==> src/core/trig_step_pkg.sv <==
// Package with register map, reset values and field positions of the step delay block.
package trig_step_pkg;

	// ------------------------------------------------------------
	// Register byte offsets
	// ------------------------------------------------------------
	localparam logic [7:0] CTRL_OFS    = 8'h00;
	localparam logic [7:0] SDLIM_OFS   = 8'h04;
	localparam logic [7:0] C0LIM_OFS   = 8'h08;
	localparam logic [7:0] STEPCNT_OFS = 8'h0c;
	localparam logic [7:0] DONECNT_OFS = 8'h10;

	// ------------------------------------------------------------
	// Field positions and reset values
	// ------------------------------------------------------------
	localparam int          ENABLE_BIT  = 0;
	localparam int          START_BIT   = 1;
	localparam int          RUN_BIT     = 2;
	localparam int          LIMIT_W     = 16;
	localparam logic [15:0] LIMIT_RST   = 16'h0000;
	localparam logic [1:0]  CTRL_RST    = 2'h0;
	localparam logic [15:0] COUNT_RST   = 16'h0000;
	localparam logic [15:0] BASE_DELAY  = 16'h0001;

endpackage

==> src/core/limit_reg.sv <==
// Byte-writable limit register with a write lock.
`timescale 1ns/100ps
`default_nettype none
module limit_reg
	import trig_step_pkg::*;
#(
	parameter int WIDTH = 16
)
(
	input  wire logic             clk_i,
	input  wire logic             rstn_i,
	input  wire logic             we_i,
	input  wire logic             lock_i,
	input  wire logic [1:0]       strb_i,
	input  wire logic [WIDTH-1:0] wdata_i,
	output logic      [WIDTH-1:0] value_o
);

	// ------------------------------------------------------------
	// Byte lane update
	// ------------------------------------------------------------
	wire             accept = we_i & ~lock_i;
	wire [WIDTH-1:0] lane_mask = {{(WIDTH-8){strb_i[1]}}, {8{strb_i[0]}}};
	wire [WIDTH-1:0] next_value = (value_o & ~lane_mask) | (wdata_i & lane_mask);

	always_ff @(posedge clk_i or negedge rstn_i)
	begin
		if (!rstn_i)
			value_o <= LIMIT_RST[WIDTH-1:0];
		else if (accept)
			value_o <= next_value;
	end

endmodule
`default_nettype wire

==> src/core/step_timer.sv <==
// Step duration counter that ends each step after the limit plus one clock.
`timescale 1ns/100ps
`default_nettype none
module step_timer
	import trig_step_pkg::*;
#(
	parameter int WIDTH = 16
)
(
	input  wire logic             clk_i,
	input  wire logic             rstn_i,
	input  wire logic             run_i,
	input  wire logic [WIDTH-1:0] limit_i,
	output logic      [WIDTH-1:0] count_o,
	output logic                  done_o
);

	// ------------------------------------------------------------
	// Count and completion
	// ------------------------------------------------------------
	assign done_o = run_i & (count_o == limit_i);

	wire [WIDTH-1:0] next_count = (!run_i || done_o) ? COUNT_RST[WIDTH-1:0] : WIDTH'(count_o + 1'b1);

	always_ff @(posedge clk_i or negedge rstn_i)
	begin
		if (!rstn_i)
			count_o <= COUNT_RST[WIDTH-1:0];
		else
			count_o <= next_count;
	end

endmodule
`default_nettype wire

==> src/core/trig_step_delay.sv <==
// Step delay and counter 0 limit registers of the trigger sequencer, on APB.
//
// Overview of operation
// RULE1 - Sixteen-bit read/write step delay limit, zero after reset.
// RULE2 - Stored limit sets the extra clocks from step start to step end.
// RULE3 - One base clock is added, so a step lasts limit plus one clocks.
// RULE4 - Step delay limit ignores writes while enable and start are both set.
// RULE5 - Separate read/write counter 0 limit register, zero after reset.
// RULE6 - Counter 0 limit is 16 bits, loop count or general counter limit.
// RULE7 - Count clocks per step, flag completion at limit plus one, then restart.
//
// The APB interface to the registers and the address map are this design's own decisions.
`timescale 1ns/100ps
`default_nettype none
module trig_step_delay
	import trig_step_pkg::*;
#(
	parameter int WIDTH = LIMIT_W
)
(
	input  wire logic             clk_i,
	input  wire logic             rstn_i,
	input  wire logic             psel_i,
	input  wire logic             penable_i,
	input  wire logic             pwrite_i,
	input  wire logic [7:0]       paddr_i,
	input  wire logic [31:0]      pwdata_i,
	input  wire logic [3:0]       pstrb_i,
	output logic      [31:0]      prdata_o,
	output logic                  pready_o,
	output logic                  pslverr_o,
	output logic                  sequencer_enable_o,
	output logic                  sequencer_start_run_o,
	output logic      [WIDTH-1:0] step_delay_limit_o,
	output logic      [WIDTH-1:0] loop_counter0_limit_o,
	output logic                  step_done_o
);

	// ------------------------------------------------------------
	// State
	// ------------------------------------------------------------
	logic             sequencer_enable;
	logic             sequencer_start_run;
	logic [WIDTH-1:0] step_delay_limit;
	logic [WIDTH-1:0] loop_counter0_limit;
	logic [WIDTH-1:0] step_count;
	logic [15:0]      done_count;
	logic             step_done;
	logic [31:0]      rdata;
	logic             rerr;

	// ------------------------------------------------------------
	// Address decode
	// ------------------------------------------------------------
	function automatic logic hit(input logic [7:0] addr, input logic [7:0] ofs);
		hit = (addr == ofs);
	endfunction

	wire setup_ph  = psel_i & ~penable_i;
	wire access_ph = psel_i & penable_i;
	wire wr_cycle  = access_ph & pwrite_i;
	wire sel_ctrl  = hit(paddr_i, CTRL_OFS);
	wire sel_sdl   = hit(paddr_i, SDLIM_OFS);
	wire sel_c0    = hit(paddr_i, C0LIM_OFS);
	wire sel_cnt   = hit(paddr_i, STEPCNT_OFS);
	wire sel_done  = hit(paddr_i, DONECNT_OFS);
	wire mapped    = sel_ctrl | sel_sdl | sel_c0 | sel_cnt | sel_done;
	wire run       = sequencer_enable & sequencer_start_run;
	wire sdl_lock  = run;
	wire wr_ctrl   = wr_cycle & sel_ctrl & pstrb_i[0];
	wire wr_sdl    = wr_cycle & sel_sdl;
	wire wr_c0     = wr_cycle & sel_c0;
	wire wr_done   = wr_cycle & sel_done;

	wire [31:0] ctrl_word = {29'h0, run, sequencer_start_run, sequencer_enable};
	wire [31:0] next_rdata = sel_ctrl ? ctrl_word
		: sel_sdl  ? {16'h0000, step_delay_limit}
		: sel_c0   ? {16'h0000, loop_counter0_limit}
		: sel_cnt  ? {16'h0000, step_count}
		: sel_done ? {16'h0000, done_count}
		: 32'h0000_0000;

	// ------------------------------------------------------------
	// APB answer, zero wait states
	// ------------------------------------------------------------
	assign pready_o  = 1'b1;
	assign prdata_o  = rdata;
	assign pslverr_o = access_ph & rerr;

	always_ff @(posedge clk_i or negedge rstn_i)
	begin
		if (!rstn_i)
		begin
			rdata <= 32'h0000_0000;
			rerr  <= 1'b0;
		end
		else if (setup_ph)
		begin
			rdata <= pwrite_i ? 32'h0000_0000 : next_rdata;
			rerr  <= ~mapped;
		end
	end

	// ------------------------------------------------------------
	// Control bits
	// ------------------------------------------------------------
	always_ff @(posedge clk_i or negedge rstn_i)
	begin
		if (!rstn_i)
			{sequencer_start_run, sequencer_enable} <= CTRL_RST;
		else if (wr_ctrl)
			{sequencer_start_run, sequencer_enable} <= {pwdata_i[START_BIT], pwdata_i[ENABLE_BIT]};
	end

	// ------------------------------------------------------------
	// Limit registers
	// ------------------------------------------------------------
	limit_reg #(
		.WIDTH (WIDTH)
	) u_sdl (
		.clk_i   (clk_i),
		.rstn_i  (rstn_i),
		.we_i    (wr_sdl),
		.lock_i  (sdl_lock),  // RULE4
		.strb_i  (pstrb_i[1:0]),
		.wdata_i (pwdata_i[WIDTH-1:0]),
		.value_o (step_delay_limit)  // RULE1
	);

	limit_reg #(
		.WIDTH (WIDTH)
	) u_c0 (
		.clk_i   (clk_i),
		.rstn_i  (rstn_i),
		.we_i    (wr_c0),
		.lock_i  (1'b0),
		.strb_i  (pstrb_i[1:0]),
		.wdata_i (pwdata_i[WIDTH-1:0]),
		.value_o (loop_counter0_limit)  // RULE5
	);

	// ------------------------------------------------------------
	// Step timing
	// ------------------------------------------------------------
	step_timer #(
		.WIDTH (WIDTH)
	) u_timer (
		.clk_i   (clk_i),
		.rstn_i  (rstn_i),
		.run_i   (run),
		.limit_i (step_delay_limit),  // RULE2
		.count_o (step_count),  // RULE3
		.done_o  (step_done)  // RULE7
	);

	wire [15:0] next_done_count = wr_done ? {15'h0000, step_done}
		: step_done ? 16'(done_count + 1'b1)
		: done_count;

	always_ff @(posedge clk_i or negedge rstn_i)
	begin
		if (!rstn_i)
			done_count <= COUNT_RST;
		else
			done_count <= next_done_count;
	end

	// ------------------------------------------------------------
	// Outputs
	// ------------------------------------------------------------
	assign sequencer_enable_o    = sequencer_enable;
	assign sequencer_start_run_o = sequencer_start_run;
	assign step_delay_limit_o    = step_delay_limit;
	assign loop_counter0_limit_o = loop_counter0_limit;  // RULE6
	assign step_done_o           = step_done;
endmodule
`default_nettype wire

==> config.mk <==
export PLATFORM = sky130hd
export DESIGN_NAME = trig_step_delay
export DESIGN_NICKNAME = d
export VERILOG_FILES = /design/src/core/trig_step_pkg.sv /design/src/core/limit_reg.sv /design/src/core/step_timer.sv /design/src/core/trig_step_delay.sv
export SDC_FILE = /design/constraint.sdc
export NUM_CORES = 1
export LEC_CHECK = 0
export ABC_CLOCK_PERIOD_IN_PS = 5000
export BUFFER_PORTS_ARGS = -buffer_cell sky130_fd_sc_hd__buf_2
export CAP_MARGIN = 20
export CORE_UTILIZATION = 58
export DETAILED_ROUTE_END_ITERATION = 10
export HOLD_SLACK_MARGIN = 0.1
export PLACE_DENSITY = 0.89
export REMOVE_ABC_BUFFERS = 1
export SETUP_SLACK_MARGIN = 0.5
export SLEW_MARGIN = 20
export SYNTH_ARGS = -nofsm -noshare
export SYNTH_HDL_FRONTEND = slang
export SYNTH_HIERARCHICAL = 1
export SYNTH_SLANG_ARGS = --single-unit
==> constraint.sdc <==
create_clock -name clk_i -period 5 [get_ports clk_i]
set_input_delay 1 -clock clk_i [delete_from_list [all_inputs] [get_ports clk_i]]
set_output_delay 1 -clock clk_i [all_outputs]
set_load 0.1 [all_outputs]
# Word level (Yosys, flattened, before mapping)

Cells that the tools add are included.
Widths: inputs -> output; s select.

Output and inout port bits: 69
Bits in read-only memories: 0
Bits in registers: 99
RAM bits: 0
Latch bits: 0
Memories: 0

Multiply operators: 0
$lt $le $gt $ge: 0
Add/sub/neg operators: 2
Mux-type cells: 9
Eq/ne operators: 5
Bitwise operators: 25
Shift-type cells: 0
Reduce and logical (&&, ||, !) cells: 4
Divide/modulo/power cells: 0

Operators by type and width:

| cell                  | number |
|---|---|
| $mux 16               | 9 |
| $and 16x16->16        | 3 |
| $add 16x1->16 const B | 2 |
| $or 16x16->16         | 2 |
| $eq 16x16->1          | 1 |
| $eq 8x4->1 const B    | 2 |
| $not 16->16           | 1 |
| $and 1x1->1           | 12 |
| $eq 8x3->1 const B    | 1 |
| $eq 8x5->1 const B    | 1 |
| $logic_not 8->1       | 1 |
| $or 1x1->1            | 4 |
| $not 1->1             | 3 |
| $reduce_bool 2->1     | 1 |
| $logic_not 1->1       | 1 |
| $logic_or 1x1->1      | 1 |

# Depth between registers and ports, before layout

Depth in word-level cells: 7
Mapped depth: 10
Gate-level depth less buffers: 8

# Modules after synthesis

Netlist, hierarchy kept.

By module, submodules not included:

| module          | instances | cells an instance | area each (um^2) | sequential area each (um^2) |
|---|---|---|---|---|
| trig_step_delay | 1         | 270               | 2387.3           | 875.8 |
| limit_reg       | 2         | 34                | 620.6            | 400.4 |
| step_timer      | 1         | 101               | 994.7            | 400.4 |

# Least setup slack after synthesis

No wires, ideal clock.

Path kind: reg-to-reg
Start point: register (tool-made name)
End point: register done_count[15]
Required time: 4.923 ns
Setup time: 0.077 ns
Cell stages (with the launch flop): 9
Buffers on the path: 1
Slack: 1.511 ns
Arrival time: 3.412 ns
Cells stage by stage: dfrtp_1 xnor2_1 nand4_1 nor2_1 and3_1 buf_2 nand4_2 or4_1 a21oi_1

RTL lines:

| element                | RTL line               | RTL |
|---|---|---|
| end signal: assignment | trig_step_delay.sv:165 | `done_count <= next_done_count;` |
| end: declaration       | trig_step_delay.sv:47  | `logic [15:0] done_count;` |

# Worst setup path in the final report

Start point: register u_timer.count_o[7]
End point: output step_done_o

Cells in the longest elaborated chain, start to end: 2

RTL lines:

| element                  | RTL line              | RTL |
|---|---|---|
| start: declaration       | step_timer.sv:14      | `output logic [WIDTH-1:0] count_o,` |
| start signal: assignment | step_timer.sv:28      | `count_o <= COUNT_RST[WIDTH-1:0];` |
| start signal: assignment | step_timer.sv:30      | `count_o <= next_count;` |
| $eq 16x16->1             | step_timer.sv:21      | `assign done_o = run_i & (count_o == limit_i);` |
| $and 1x1->1              | step_timer.sv:21      |  |
| end: declaration         | trig_step_delay.sv:36 | `output logic step_done_o` |

Every way passes these cells.

==> impl_metrics.env <==
export IMPL_reg2reg_from="u_timer/count_o[7]"
export IMPL_clock_path_buffers=2
export IMPL_die_area_um2=8332
export IMPL_wl_per_cell_um=18.50
export IMPL_whs_ns=0.4892
export IMPL_ant_nets=0
export IMPL_globalplace_congestion=0.8635
export IMPL_power_density_nw_per_um2=261.5
export IMPL_via_count=3765
export IMPL_grt_pass1_vias=3657
export IMPL_hold_depth=2
export IMPL_cts_num_sinks=83
export IMPL_crit_type="reg2out"
export IMPL_antenna_cells=0
export IMPL_clk_latency_ns=0.37
export IMPL_tightest_slew_ns=0.9841
export IMPL_synth_cell_type_count=55
export IMPL_ys_ff_latch=83
export IMPL_cts_root_buf="clkbuf_8"
export IMPL_core_area_um2=7727
export IMPL_final_cell_mix="dfrtp_1 (83), buf_2 (81), nand2_1 (38)"
export IMPL_crit_path_end_kind="primary output"
export IMPL_r2r_cells=8
export IMPL_grt_max_degree=84
export IMPL_fp_dieH_um=91.28
export IMPL_grt_pass1_wl_mm=18.33
export IMPL_finalSetupTns_ns=0
export IMPL_synth_edf_count=0
export IMPL_dp_final_hpwl_mm=8.124
export IMPL_drt_pass1_iter_count=5
export IMPL_period_share=0.6684
export IMPL_dpl_cell_count=600
export IMPL_required_ns=4.00
export IMPL_fin_worst_skew_ns=0.01683
export IMPL_drcViolationCount=0
export IMPL_wl_mm=11.39
export IMPL_crit_start="u_timer/count_o[7]"
export IMPL_rsz0062_at_grt="false"
export IMPL_synth_top_area_cell="dfrtp_1"
export IMPL_fillerInstances=623
export IMPL_drt_iter0_markers=299
export IMPL_grt_usage=0.2833
export IMPL_worstSetupEndpoint="step_done_o"
export IMPL_viasPerCell=6.112
export IMPL_cp_max_fo=7
export IMPL_async_reset_ff_frac=1.000
export IMPL_r2r_end="done_count[13]"
export IMPL_numCtsBuffers=9
export IMPL_min_path_type="reg2reg"
export IMPL_cts_resized=0
export IMPL_netlist_instances=439
export IMPL_antenna_found_initial=0
export IMPL_layout_nets=560
export IMPL_ff2ff_setup_slack_ns=2.44
export IMPL_drive_above_1_share=0.3016
export IMPL_io_buffers=82
export IMPL_cp_start_kind="flop"
export IMPL_drv_slew=0
export IMPL_synthTopCellsByArea="dfrtp_1 (45%), mux2_2 (8.3%), xnor2_1 (6.3%)"
export IMPL_crit_arrival_ns=2.34
export IMPL_synth_top_flop_cell="dfrtp_1"
export IMPL_cts_tree="yes"
export IMPL_ir_drop_uv=143.8
export IMPL_finalSetupViolCount=0
export IMPL_overflow=0
export IMPL_total_power_mw=1.354
export IMPL_avgSynthCellArea_um2=10.53
export IMPL_postCtsSetupBuffers=0
export IMPL_synth_seq_area_share=0.4493
export IMPL_num_rows=32
export IMPL_hold_buffers=0
export IMPL_relSlewSlack=0.3426
export IMPL_finalCriticalPeriod_ns=3.342
export IMPL_die_x_um=91.28
export IMPL_synth_top_cell_area_share=0.4493
export IMPL_status="complete, no violations"
export IMPL_netlist_area_um2=4623
export IMPL_mostFrequentLayoutCell="dfrtp_1"
export IMPL_hold_viol=0
export IMPL_start_util=0.5983
export IMPL_fmax_mhz=299.2
export IMPL_instances_no_fill=616
export IMPL_p_leak_nw=2.461
export IMPL_ys_warn_count=6
export IMPL_htree_levels=3
export IMPL_clkTransAtPathRegs_ns=0.10
export IMPL_area_delta_synth_final_pct=11.99
export IMPL_drv_cap=0
export IMPL_boundaryPins=118
critical path, cell delays in order, from the launching register on:
cell and delay (ns):
dfrtp_1 0.51, xnor2_1 0.22, nand4_1 0.22, nor2_1 0.16
and3_1 0.37, buf_2 0.50
worst min-delay path by stage:
stage                      end  startpoint  slack (ns)
after global placement    rerr        rerr        0.46
after global routing      rerr        rerr        0.53
final                     rerr        rerr        0.49
after CTS                 rerr        rerr        0.49
after floorplan           rerr        rerr        0.44
after detailed placement  rerr        rerr        0.47
power breakdown:
group          internal, mW  switching, mW
registers             0.677        0.00787
logic                0.0318          0.138
clock network         0.244          0.255
total                 0.953          0.401
cell usage after synthesis, drive strengths merged (6+ instances only):
| cell | instances |
|---|---|
| a22oi | 14 |
| a32o | 14 |
| nor2 | 33 |
| a21oi | 21 |
| nor4 | 10 |
| clkbuf | 8 |
| nand4 | 13 |
| xor2 | 8 |
| nand2b | 6 |
| nand3 | 9 |
| inv | 8 |
| o22ai | 15 |
| xnor2 | 33 |
| mux2 | 34 |
| buf | 32 |
| nor2b | 6 |
| dfrtp | 83 |
| nor3 | 10 |
| nand2 | 38 |
cell type report:
cell class                 instances  area, um2  area share
inverter                           8      30.03    0.005800
multi-input combinational        325       2323      0.4488
clock buffer                      10      137.6     0.02658
tap                              102      127.6     0.02465
timing repair buffer              82      416.7     0.08047
sequential                        83       2077      0.4012
clock inverter                     6      65.06     0.01257
per-layer routing:
layer | global-route usage | part of all wire
met1 | 0.3673 | 0.41
met3 | 0.07370 | 0.083
met4 | 0.09788 | 0.021
met2 | 0.4615 | 0.49
met5 | 0 | 0
kinds of logic after synthesis:
| kind of cell | Yosys count | synth area share |
|---|---|---|
| simple gates | 150 | 0.1946 |
| flops | 83 | 0.4493 |
| compound gates | 78 | 0.1245 |
| buf+inv | 48 | 0.06197 |
| xor+xnor | 41 | 0.07767 |
| mux | 35 | 0.08498 |
| fa+ha+maj | 2 | 0.005412 |
| other cells | 2 | 0.001624 |
stage by stage:
stage | util | instance area (um2) | setup slack, ns
6_report | 0.6700 | 5177 | 1.658
5_1_grt | 0.6700 | 5177 | 1.588
4_1_cts | 0.6695 | 5174 | 1.676
3_5_place_dp | 0.6433 | 4971 | 1.646
3_3_place_gp | 0.6433 | 4971 | 1.708
2_1_floorplan | - | 4431 | 1.557
No activity file was read; power rests on OpenSTA's default activity.
